[config.mk]
export PLATFORM = sky130hd
export DESIGN_NAME = acq_qualifier
export DESIGN_NICKNAME = d
export VERILOG_FILES = /design/src/logic/acq_pkg.sv /design/src/logic/acq_qualifier.sv /design/src/logic/acq_buffer.sv /design/src/logic/cond_eval.sv
export SDC_FILE = /design/constraint.sdc
export NUM_CORES = 1
export LEC_CHECK = 0
export BUFFER_PORTS_ARGS = -buffer_cell sky130_fd_sc_hd__buf_2
export CORE_ASPECT_RATIO = 0.8
export CORE_MARGIN = 3
export CORE_UTILIZATION = 47
export DETAILED_ROUTE_END_ITERATION = 7
export MAX_ROUTING_LAYER = met4
export PLACE_DENSITY = 0.7
export SLEW_MARGIN = 15
export SYNTH_ARGS = -nofsm -noshare
export SYNTH_HDL_FRONTEND = slang
export SYNTH_HIERARCHICAL = 1
export SYNTH_SLANG_ARGS = --single-unit
export TNS_END_PERCENT = 50
[constraint.sdc]
create_clock -name clock_in -period 3.25 [get_ports clock_in]
set_input_delay 0.1625 -clock clock_in [delete_from_list [all_inputs] [get_ports clock_in]]
set_output_delay 0.1625 -clock clock_in [all_outputs]
set_load 0.005 [all_outputs]
[src/logic/acq_pkg.sv]
package acq_pkg;
  localparam int SIG_W = 8;
  localparam int ADDR_W = 10;
  localparam int TEST_W = 3;
  localparam int BUF_W = 1 + ADDR_W + SIG_W;
  localparam int BUF_DEPTH = 2;
  localparam int APB_AW = 8;

  localparam logic [7:0] CTRL_OFF = 8'h00;
  localparam logic [7:0] MON_OFF = 8'h04;
  localparam logic [7:0] SEN_OFF = 8'h08;
  localparam logic [7:0] TEST_OFF = 8'h0C;
  localparam logic [7:0] ADV_OFF = 8'h10;
  localparam logic [7:0] TRIG_OFF = 8'h14;
  localparam logic [7:0] STAT_OFF = 8'h18;

  localparam int CTRL_W = 6;
  localparam int CTRL_MODE_LSB = 0;
  localparam int CTRL_CT_LSB = 2;
  localparam int CTRL_DISC_BIT = 4;
  localparam int CTRL_SEG_BIT = 5;
  localparam int ADV_W = 11;
  localparam int ADV_OP_LSB = 8;
  localparam int TRIG_W = 16;
  localparam int TRIG_VAL_LSB = 8;
  localparam int STAT_GAP_BIT = 16;

  localparam logic [CTRL_W-1:0] CTRL_RST = 6'h00;
  localparam logic [SIG_W-1:0] MON_RST = 8'hFF;
  localparam logic [SIG_W-1:0] SEN_RST = 8'hFF;
  localparam logic [SIG_W*TEST_W-1:0] TEST_RST = 24'h000000;
  localparam logic [ADV_W-1:0] ADV_RST = 11'h000;
  localparam logic [TRIG_W-1:0] TRIG_RST = 16'h0000;

  typedef enum logic [1:0] {MODE_CONT, MODE_INPUT, MODE_TRANS, MODE_COND} mode_t;
  typedef enum logic [1:0] {CT_AND, CT_OR, CT_ADV} cond_t;
  typedef enum logic [2:0] {T_IGNORE, T_LOW, T_HIGH, T_FALL, T_RISE, T_EDGE} test_t;
  typedef enum logic [2:0] {OP_EQ, OP_NE, OP_LT, OP_GT, OP_LE, OP_GE} relop_t;
endpackage

[src/logic/acq_qualifier.sv]
// Added by the designer: the address map and the APB register port.
`timescale 1ns/1ns
// How it works
// - Transitional mode compares the monitored group with its previous sample.
// - Transitional mode stores only when a monitored signal changed.
// - Conditional mode decides by a combinational function evaluated every cycle.
// - Conditional mode stores exactly in the cycles where the condition is true.
// - Each signal test is ignore, low, high, falling, rising or either edge.
// - AND type needs every enabled signal test to hold.
// - Advanced type applies relational operators to storage-enabled signals.
// - Signals not storage-enabled never take part in the condition.
// - With discontinuity recording on, a store after suppressed cycles is marked.
// - Continuous mode, the default, stores every cycle.
// - Input-port mode stores when the qualifier input is high.
// - Trigger matching runs regardless of the store decision.
// - Any mode but continuous needs a non-segmented buffer.
module acq_qualifier (
  input wire logic clock_in,
  input wire logic rst_in,
  input wire logic psel_in,
  input wire logic penable_in,
  input wire logic pwrite_in,
  input wire logic [acq_pkg::APB_AW-1:0] paddr_in,
  input wire logic [31:0] pwdata_in,
  output logic [31:0] prdata_out,
  output logic pready_out,
  output logic pslverr_out,
  input wire logic sample_valid_in,
  input wire logic [acq_pkg::SIG_W-1:0] sample_in,
  output logic sample_ready_out,
  input wire logic qual_in,
  output logic trigger_out,
  output logic mem_valid_out,
  input wire logic mem_ready_in,
  output logic [acq_pkg::ADDR_W-1:0] mem_addr_out,
  output logic [acq_pkg::SIG_W-1:0] mem_data_out,
  output logic mem_disc_out
);
  import acq_pkg::*;

  logic [CTRL_W-1:0] ctrl_q, ctrl_d;
  logic [SIG_W-1:0] mon_q, mon_d;
  logic [SIG_W-1:0] sen_q, sen_d;
  logic [SIG_W*TEST_W-1:0] test_q, test_d;
  logic [ADV_W-1:0] adv_q, adv_d;
  logic [TRIG_W-1:0] trig_q, trig_d;
  logic [31:0] prdata_q, prdata_d;
  logic pslverr_q, pslverr_d;

  logic [SIG_W-1:0] prev_q, prev_d;
  logic [ADDR_W-1:0] addr_q, addr_d;
  logic gap_q, gap_d;
  logic trig_hit_q, trig_hit_d;

  logic setup, wr_en, mapped;
  logic [31:0] rd_val;
  mode_t mode_eff;
  logic seg_on, disc_en;
  logic accept, changed, cond_hit, store, push, disc_tag;
  logic trig_match;
  logic [BUF_W-1:0] buf_out;

  // Register bus: zero wait states, read data captured in the setup cycle
  assign setup = psel_in && !penable_in;
  assign wr_en = psel_in && penable_in && pwrite_in && !pslverr_q;
  assign pready_out = 1'b1;
  assign prdata_out = prdata_q;
  assign pslverr_out = pslverr_q && psel_in && penable_in;

  always_comb begin
    mapped = 1'b1;
    unique case (paddr_in)
      CTRL_OFF: rd_val = 32'(ctrl_q);
      MON_OFF: rd_val = 32'(mon_q);
      SEN_OFF: rd_val = 32'(sen_q);
      TEST_OFF: rd_val = 32'(test_q);
      ADV_OFF: rd_val = 32'(adv_q);
      TRIG_OFF: rd_val = 32'(trig_q);
      STAT_OFF: rd_val = 32'(addr_q) | (32'(gap_q) << STAT_GAP_BIT);
      default: begin
        rd_val = 32'h00000000;
        mapped = 1'b0;
      end
    endcase
  end

  always_comb begin
    prdata_d = prdata_q;
    pslverr_d = pslverr_q;
    if (setup) begin
      prdata_d = pwrite_in ? 32'h00000000 : rd_val;
      pslverr_d = !mapped || (pwrite_in && paddr_in == STAT_OFF);
    end
  end

  always_comb begin
    ctrl_d = ctrl_q;
    mon_d = mon_q;
    sen_d = sen_q;
    test_d = test_q;
    adv_d = adv_q;
    trig_d = trig_q;
    if (wr_en) begin
      unique case (paddr_in)
        CTRL_OFF: ctrl_d = pwdata_in[CTRL_W-1:0];
        MON_OFF: mon_d = pwdata_in[SIG_W-1:0];
        SEN_OFF: sen_d = pwdata_in[SIG_W-1:0];
        TEST_OFF: test_d = pwdata_in[SIG_W*TEST_W-1:0];
        ADV_OFF: adv_d = pwdata_in[ADV_W-1:0];
        TRIG_OFF: trig_d = pwdata_in[TRIG_W-1:0];
        default: ;
      endcase
    end
  end

  always_ff @(posedge clock_in) begin
    if (rst_in) begin
      ctrl_q <= CTRL_RST;
      mon_q <= MON_RST;
      sen_q <= SEN_RST;
      test_q <= TEST_RST;
      adv_q <= ADV_RST;
      trig_q <= TRIG_RST;
      prdata_q <= 32'h00000000;
      pslverr_q <= 1'b0;
    end else begin
      ctrl_q <= ctrl_d;
      mon_q <= mon_d;
      sen_q <= sen_d;
      test_q <= test_d;
      adv_q <= adv_d;
      trig_q <= trig_d;
      prdata_q <= prdata_d;
      pslverr_q <= pslverr_d;
    end
  end

  // Store decision
  assign seg_on = ctrl_q[CTRL_SEG_BIT];
  assign disc_en = ctrl_q[CTRL_DISC_BIT];
  assign mode_eff = seg_on ? MODE_CONT : mode_t'(ctrl_q[CTRL_MODE_LSB +: 2]);
  assign accept = sample_valid_in && sample_ready_out;
  assign changed = |((sample_in ^ prev_q) & mon_q);

  cond_eval u_cond (
    .sample_in(sample_in),
    .prev_in(prev_q),
    .store_en_in(sen_q),
    .tests_in(test_q),
    .cond_type_in(cond_t'(ctrl_q[CTRL_CT_LSB +: 2])),
    .adv_value_in(adv_q[SIG_W-1:0]),
    .adv_op_in(relop_t'(adv_q[ADV_OP_LSB +: 3])),
    .hit_out(cond_hit)
  );

  always_comb begin
    unique case (mode_eff)
      MODE_CONT: store = 1'b1;
      MODE_INPUT: store = qual_in;
      MODE_TRANS: store = changed;
      MODE_COND: store = cond_hit;
    endcase
  end

  assign push = accept && store;
  assign disc_tag = disc_en && gap_q;
  assign trig_match = ((sample_in ^ trig_q[TRIG_VAL_LSB +: SIG_W]) & trig_q[SIG_W-1:0]) == '0;

  always_comb begin
    prev_d = accept ? sample_in : prev_q;
    addr_d = push ? addr_q + 1'b1 : addr_q;
    gap_d = gap_q;
    if (accept) begin
      gap_d = !store;
    end
    trig_hit_d = accept && trig_match;
  end

  always_ff @(posedge clock_in) begin
    if (rst_in) begin
      prev_q <= '0;
      addr_q <= '0;
      gap_q <= 1'b0;
      trig_hit_q <= 1'b0;
    end else begin
      prev_q <= prev_d;
      addr_q <= addr_d;
      gap_q <= gap_d;
      trig_hit_q <= trig_hit_d;
    end
  end

  assign trigger_out = trig_hit_q;

  acq_buffer #(
    .WIDTH(BUF_W),
    .DEPTH(BUF_DEPTH)
  ) u_buf (
    .clock_in(clock_in),
    .rst_in(rst_in),
    .in_valid_in(sample_valid_in && store),
    .in_ready_out(sample_ready_out),
    .in_data_in({disc_tag, addr_q, sample_in}),
    .out_valid_out(mem_valid_out),
    .out_ready_in(mem_ready_in),
    .out_data_out(buf_out)
  );

  assign mem_data_out = buf_out[SIG_W-1:0];
  assign mem_addr_out = buf_out[SIG_W +: ADDR_W];
  assign mem_disc_out = buf_out[BUF_W-1];
endmodule

[src/logic/acq_buffer.sv]
`timescale 1ns/1ns
module acq_buffer #(
  parameter int WIDTH = acq_pkg::BUF_W,
  parameter int DEPTH = acq_pkg::BUF_DEPTH
) (
  input wire logic clock_in,
  input wire logic rst_in,
  input wire logic in_valid_in,
  output logic in_ready_out,
  input wire logic [WIDTH-1:0] in_data_in,
  output logic out_valid_out,
  input wire logic out_ready_in,
  output logic [WIDTH-1:0] out_data_out
);
  import acq_pkg::*;
  localparam int PW = $clog2(DEPTH);

  logic [WIDTH-1:0] mem_q [DEPTH];
  logic [WIDTH-1:0] mem_d [DEPTH];
  logic [PW-1:0] wr_q, wr_d, rd_q, rd_d;
  logic [PW:0] cnt_q, cnt_d;
  logic push, pop;

  assign in_ready_out = (cnt_q != (PW+1)'(DEPTH));
  assign out_valid_out = (cnt_q != '0);
  assign out_data_out = mem_q[rd_q];
  assign push = in_valid_in && in_ready_out;
  assign pop = out_valid_out && out_ready_in;

  always_comb begin
    mem_d = mem_q;
    wr_d = wr_q;
    rd_d = rd_q;
    if (push) begin
      mem_d[wr_q] = in_data_in;
      wr_d = wr_q + 1'b1;
    end
    if (pop) begin
      rd_d = rd_q + 1'b1;
    end
    cnt_d = cnt_q + {{PW{1'b0}}, push} - {{PW{1'b0}}, pop};
  end

  always_ff @(posedge clock_in) begin
    mem_q <= mem_d;
    if (rst_in) begin
      wr_q <= '0;
      rd_q <= '0;
      cnt_q <= '0;
    end else begin
      wr_q <= wr_d;
      rd_q <= rd_d;
      cnt_q <= cnt_d;
    end
  end
endmodule

[src/logic/cond_eval.sv]
`timescale 1ns/1ns
module cond_eval (
  input wire logic [acq_pkg::SIG_W-1:0] sample_in,
  input wire logic [acq_pkg::SIG_W-1:0] prev_in,
  input wire logic [acq_pkg::SIG_W-1:0] store_en_in,
  input wire logic [acq_pkg::SIG_W*acq_pkg::TEST_W-1:0] tests_in,
  input wire acq_pkg::cond_t cond_type_in,
  input wire logic [acq_pkg::SIG_W-1:0] adv_value_in,
  input wire acq_pkg::relop_t adv_op_in,
  output logic hit_out
);
  import acq_pkg::*;

  logic [SIG_W-1:0] pass, active, masked, refv;
  logic and_ok, or_ok, adv_ok;

  for (genvar i = 0; i < SIG_W; i++) begin : g_sig
    test_t t;
    assign t = test_t'(tests_in[i*TEST_W +: TEST_W]);
    assign active[i] = store_en_in[i] && (t != T_IGNORE);
    always_comb begin
      unique case (t)
        T_LOW: pass[i] = !sample_in[i];
        T_HIGH: pass[i] = sample_in[i];
        T_FALL: pass[i] = prev_in[i] && !sample_in[i];
        T_RISE: pass[i] = !prev_in[i] && sample_in[i];
        T_EDGE: pass[i] = prev_in[i] ^ sample_in[i];
        default: pass[i] = 1'b1;
      endcase
    end
  end

  assign and_ok = &(pass | ~active);
  assign or_ok = |(pass & active);
  assign masked = sample_in & store_en_in;
  assign refv = adv_value_in & store_en_in;

  always_comb begin
    unique case (adv_op_in)
      OP_EQ: adv_ok = (masked == refv);
      OP_NE: adv_ok = (masked != refv);
      OP_LT: adv_ok = (masked < refv);
      OP_GT: adv_ok = (masked > refv);
      OP_LE: adv_ok = (masked <= refv);
      OP_GE: adv_ok = (masked >= refv);
      default: adv_ok = 1'b0;
    endcase
  end

  always_comb begin
    unique case (cond_type_in)
      CT_OR: hit_out = or_ok;
      CT_ADV: hit_out = adv_ok;
      default: hit_out = and_ok;
    endcase
  end
endmodule

# == Yosys cells after proc, flatten, opt, wreduce, memory -nomap -nowiden ==
# Cells that the tools add are included.
# op_classes
addsub,5
magnitude_cmp,7
n_eq_ne,59
muxes,21
bitwise,20
reduce_logical,83
# ops
cell,count
24-bit case mux with 7 select lines,1
19-bit two-way mux,4
3-bit by 2-bit equality test with 1-bit output (second input constant),18
3-bit equality test (second input constant),18
8-bit bitwise AND,5
1-bit case mux with 5 select lines,8
1-bit logical AND,39
38-bit bitwise mux,1
32-bit two-way mux,1
3-bit by 1-bit equality test with 1-bit output (second input constant),9
8-bit by 5-bit equality test with 1-bit output (second input constant),3
3-bit nonzero test,8
1-bit logical NOT,20
19-bit demux with 1-bit select,1
10-bit by 17-bit OR with 17-bit output,1
8-bit by 4-bit equality test with 1-bit output (second input constant),2
8-bit logical NOT,2
8-bit OR reduction,2
8-bit XOR,2
2-bit AND reduction,6
10-bit by 1-bit adder with 10-bit output (second input constant),1
8-bit by 3-bit equality test with 1-bit output (second input constant),1
8-bit equality test,1
8-bit greater-or-equal comparator,1
27 further kinds,40
# word_totals
ff_bits,168
input_bits,56
output_inout_bits,56
elab_cells,212

# == Longest topological paths before layout ==
# logic_depth
word_depth,11
depth_mapped,17
depth_no_buf,17

# == Hierarchy ==
# Netlist, hierarchy kept.
# modules_own_cells
mod,instances,cells_each,area_per_inst_um2,seq_area_each_um2
acq_qualifier,1,647,5392.7,2362.3
acq_buffer,1,84,1610.3,1221.2
cond_eval,1,176,1221.2,0.0

# == Worst setup path after synthesis ==
# OpenSTA, ideal clock, no wires.
# synth_path
kind,reg2reg
from,reg sen_q[5]
to,"reg u_buf/mem_q[19] (netlist bit), enable pin"
setup_time_ns,0.356
arrival_time_ns,2.769
required_time_ns,2.894
path_slack_ns,0.126
stages_incl_launch_ff,15
path_buffers,0
period_less_slack_ns,3.124
cell_sequence,dfxtp_1 -> and2_1 -> ha_1 -> nand4_1 -> or2_1 -> o21ba_2 -> a21oi_1 -> o2111ai_1 -> a31oi_1 -> inv_1 -> a21boi_0 -> a21oi_1 -> nor2b_1 -> and2_4 -> nor2b_4
# synth_via
elab_chain_len,8
word_cells_on_any_way,19
cone_classes,order compare (4); eq/ne (2); mux (3); bitwise (5); reduce/logical (5)
# synth_lines
element,line,source
start: declaration,acq_qualifier.sv:43,"logic [SIG_W-1:0] sen_q, sen_d;"
start signal: assignment,acq_qualifier.sv:129,sen_q <= sen_d;
"parallel branches: the longest is 4 deep, another holds 8-bit greater-or-equal comparator",n/a,
1-bit case mux with 2 select lines *,cond_eval.sv:51,unique case (cond_type_in)
via cond_hit,acq_qualifier.sv:59,"logic accept, changed, cond_hit, store, push, disc_tag;"
1-bit case mux with 4 select lines *,acq_qualifier.sv:157,unique case (mode_eff)
1-bit logical AND *,acq_qualifier.sv:201,".in_valid_in(sample_valid_in && store),"
1-bit logical AND *,acq_buffer.sv:27,assign push = in_valid_in && in_ready_out;
via u_buf.push,acq_buffer.sv:22,"logic push, pop;"
end signal: assignment,acq_buffer.sv:45,mem_q <= mem_d;
end: declaration,acq_buffer.sv:18,logic [WIDTH-1:0] mem_q [DEPTH];
# Mark *: on every way through the listed nets, which the timed path passes.
# A chain may end at the register's enable or synchronous reset.

# == Final worst setup path ==
# layout_path
from,reg prev_q[4]
to,reg addr_q[8]
# layout_via
elab_chain_len,8
word_cells_on_any_way,15
cone_classes,mux (3); bitwise (5); reduce/logical (7)
# layout_lines
element,line,source
start: declaration,acq_qualifier.sv:50,"logic [SIG_W-1:0] prev_q, prev_d;"
start signal: assignment,acq_qualifier.sv:186,prev_q <= prev_d;
1-bit logical NOT,cond_eval.sv:26,T_RISE: pass[i] = !prev_in[i] && sample_in[i];
1-bit logical AND,cond_eval.sv:26,
1-bit case mux with 5 select lines *,cond_eval.sv:22,unique case (t)
8-bit OR or 8-bit bitwise AND (tied branches),"cond_eval.sv:33, cond_eval.sv:34",
8-bit AND reduction or 8-bit OR reduction (tied branches),"cond_eval.sv:33, cond_eval.sv:34",
1-bit case mux with 2 select lines *,cond_eval.sv:51,
via cond_hit,acq_qualifier.sv:59,
1-bit case mux with 4 select lines *,acq_qualifier.sv:157,
1-bit logical AND *,acq_qualifier.sv:165,assign push = accept && store;
end signal: assignment,acq_qualifier.sv:187,addr_q <= addr_d;
end: declaration,acq_qualifier.sv:51,"logic [ADDR_W-1:0] addr_q, addr_d;"
# The timed path passes the listed nets; every way through them passes the cells marked *.

==> flow_summary.json <==
{
  "combPwrFrac_pct": 15.8,
  "p_clk_share_pct": 39.5,
  "synth_cells": 907,
  "fin_crit_sh_pct": 98.6,
  "area_growth_pct": 22.8,
  "ys_warn_count": 6,
  "drt-initial-drc-count": 918,
  "drc": 0,
  "slew_viol_final": 0,
  "grt_pass1_vias": 6702,
  "slew_headroom_pct": 38.6,
  "hold_viol": 0,
  "gp_congestion": 0.996,
  "placed_cell_area_um2": 9220,
  "powerDensity_nw_per_um2": 499,
  "critPathMaxFanout": 6,
  "core_area_um2": 16900,
  "setup_viol": 0,
  "rows": 42,
  "avgSynthCellArea_um2": 9.07,
  "synth_area_leader_cell": "dfxtp_1",
  "final_cell_mix": "167 x nand2_1, 118 x dfxtp_1, 93 x buf_2",
  "end_kind": "flop",
  "grt-ovfl-total": 0,
  "ir_worst_vdd_mv": 0.315,
  "antenna_found_initial": 0,
  "clock_latency_ps": 430,
  "rr_startpoint": "prev_q[4]$_SDFFE_PP0P_",
  "min_from": "sample_in[2]",
  "critPathLaunch": "prev_q[4]$_SDFFE_PP0P_",
  "internal_power_mw": 3.64,
  "worst-slew-pin-transition_ps": 919,
  "ys_async_sr_fraction_pct": 0,
  "crit_path_start_kind": "flop",
  "crit_arrival_ps": 3520,
  "finalInstanceArea_um2": 10100,
  "hold_class": "input port to flop",
  "drive_gt1_share_pct": 24.0,
  "vias": 7337,
  "io_pins": 112,
  "die_h_um": 124,
  "synth.area.top_cells": "dfxtp_1 30%, edfxtp_1 14%, nand2_1 7.6%",
  "synth_edf_count": 38,
  "die_w_um": 154,
  "cts_tree": "done",
  "p_leak_nw": 4.14,
  "skew_ps": 12.0,
  "status": "completed",
  "numCtsBuffers": 17,
  "fmaxAchievable_mhz": 312,
  "htreeDepth": 4,
  "synth-seq-cells": 160,
  "clockBufferDepth": 2,
  "cts.sinks": 160,
  "p_sw_share_pct": 27.7,
  "pre_cts_slack_ps": -110,
  "rsz0062_at_grt": "true",
  "fin_nets": 1139,
  "period_minus_slack_ps": 3200,
  "yosysSeqAreaShare_pct": 43.6,
  "drt_first_pass_iters": 7,
  "grt_pass1_wl_um": 38800,
  "path_clk_slew_ps": 70,
  "critPathRequiredTime_ps": 3570,
  "insertedDiodeCount": 0,
  "final_common_cell": "nand2_1",
  "via_per_inst": 5.70,
  "fp.dieArea_um2": 19100,
  "final.hold.worst_slack_ps": 56.7,
  "wl_per_cell_um": 19.8,
  "io_buffers": 94,
  "p_seq_share_pct": 44.8,
  "grt_max_degree": 58,
  "maxCapViolCount": 0,
  "grt_usage_pct": 26.9,
  "synth_area_um2": 8220,
  "hpwl_um": 18900,
  "design_power_total_mw": 5.04,
  "crit_type": "flop to flop",
  "fillers": 1493,
  "synth_flop_cell": "dfxtp_1",
  "ys_types": 82,
  "routed_wl_um": 25400,
  "fin_setup_tns_ps": 0,
  "yosysTopAreaCellShare_pct": 29.7,
  "fin_ws_ps": 45.9,
  "ant_nets": 0,
  "initial_utilization_pct": 48.8,
  "clockRootBuffer": "clkbuf_16",
  "switchingPower_mw": 1.39
}
==> worst max-delay path: stages, from the launching register on <==
cell and delay, ps:
dfxtp_1 330, inv_1 50, ha_1 180, nor2b_1 130, o21bai_1 170, nand3_1 140, or4bb_4 580, a41oi_1 240
a31oi_1 80, inv_1 90, a21boi_2 70, o21ai_1 480, a21oi_4 100, nand3_1 140, mux2_4 300
==> power by group through the flow <==
stage               clock, mW  combinational (mW)  sequential [mW]
finish                   1.99               0.794             2.25
global route             2.09               0.863             2.27
CTS                      2.01               0.772             2.26
detailed placement          0               0.749             2.30
global placement            0               0.745             2.29
floorplan                   0               0.465             2.25
==> path summary, 6_finish.rpt <==
check	end	slack, ps	cells past startpoint
worst max-delay path	addr_q[8]$_SDFFE_PP0P_	50	14
worst min register to register	prdata_out[16]$_SDFFE_PP0P_	460	2
worst max register to register	addr_q[8]$_SDFFE_PP0P_	50	14
worst min-delay path	u_buf/mem_q[2]$_DFFE_PP_	60	1
==> final cells by class <==
type,instances,area (um2),area share [%]
Timing Repair Buffer,172,1180,11.6
Clock buffer,18,429,4.25
Tap cell,220,275,2.73
Sequential cell,160,3590,35.5
Clock inverter,14,151,1.50
Multi-Input combinational cell,672,4360,43.2
Inverter,31,116,1.15
==> cell usage after synthesis (all sizes together) (2+ instances only) <==
cell and count:
nand2 168, dfxtp 122, a21oi 88, nor2 71
edfxtp 38, mux2i 37, buf 34, inv 31
ha 29, mux2 29, a22oi 23, nand3b 21
and2 19, clkbuf 17, nor2b 17, xor2 17
nand3 14, o21ai 14, nor3 12, and3 9
o31ai 9, nand2b 8, o22ai 8, a211oi 6
nand4 6, o221ai 6, xnor2 6, a2111oi 4
a31oi 3, nor4 3, o211ai 3, o21a 3
or3 3, a21o 2, a222oi 2, a311oi 2
conb 2, or2 2
==> routing by layer <==
layer	track usage, %	part of all wire (%)	up-vias
li1	-	-	3467
met1	39.5	46	3490
met3	7.99	11	33
met5	-	0	-
met2	36.7	42	347
met4	5.40	1.0	0
==> sequential cells by signal, summed over array words and instances (netlist names) <==
name	count
sen_q	8
test_q	24
mon_q	8
u_buf/wr_q	1
pslverr_q	1
ctrl_q	6
trigger_out	1
gap_q	1
addr_q	10
u_buf/rd_q	1
prdata_out	24
trig_q	16
u_buf/mem_q	38
u_buf/cnt_q	2
prev_q	8
adv_q	11
==> stage by stage <==
stage | utilization (%) | std cells
after floorplan | - | 914
after global placement | 54.7 | 1236
after detailed placement | 54.7 | 1236
after CTS | 59.1 | 1285
after global routing | 59.9 | 1287
final | 59.9 | 1287
==> cells by family after synthesis <==
group / Yosys count / share of synthesized area (%)
AND/OR/NAND/NOR: 358 / 20.8
XOR/XNOR: 23 / 2.45
adder cells (fa/ha/maj): 29 / 4.41
multiplexers: 66 / 8.61
other: 2 / 0.0913
buffers and inverters: 82 / 5.01
AO/OA/AOI/OAI: 187 / 15.0
flip-flops: 160 / 43.6
==> what timing repair did <==
action	CTS	global route
endpoints found under the hold margin	26	0
buffers inserted	0	2
hold buffers	17	0
gates resized for setup	2	22
endpoints found under the setup margin	35	51
pin swaps	1	19
(Power assumes the default switching activity.)
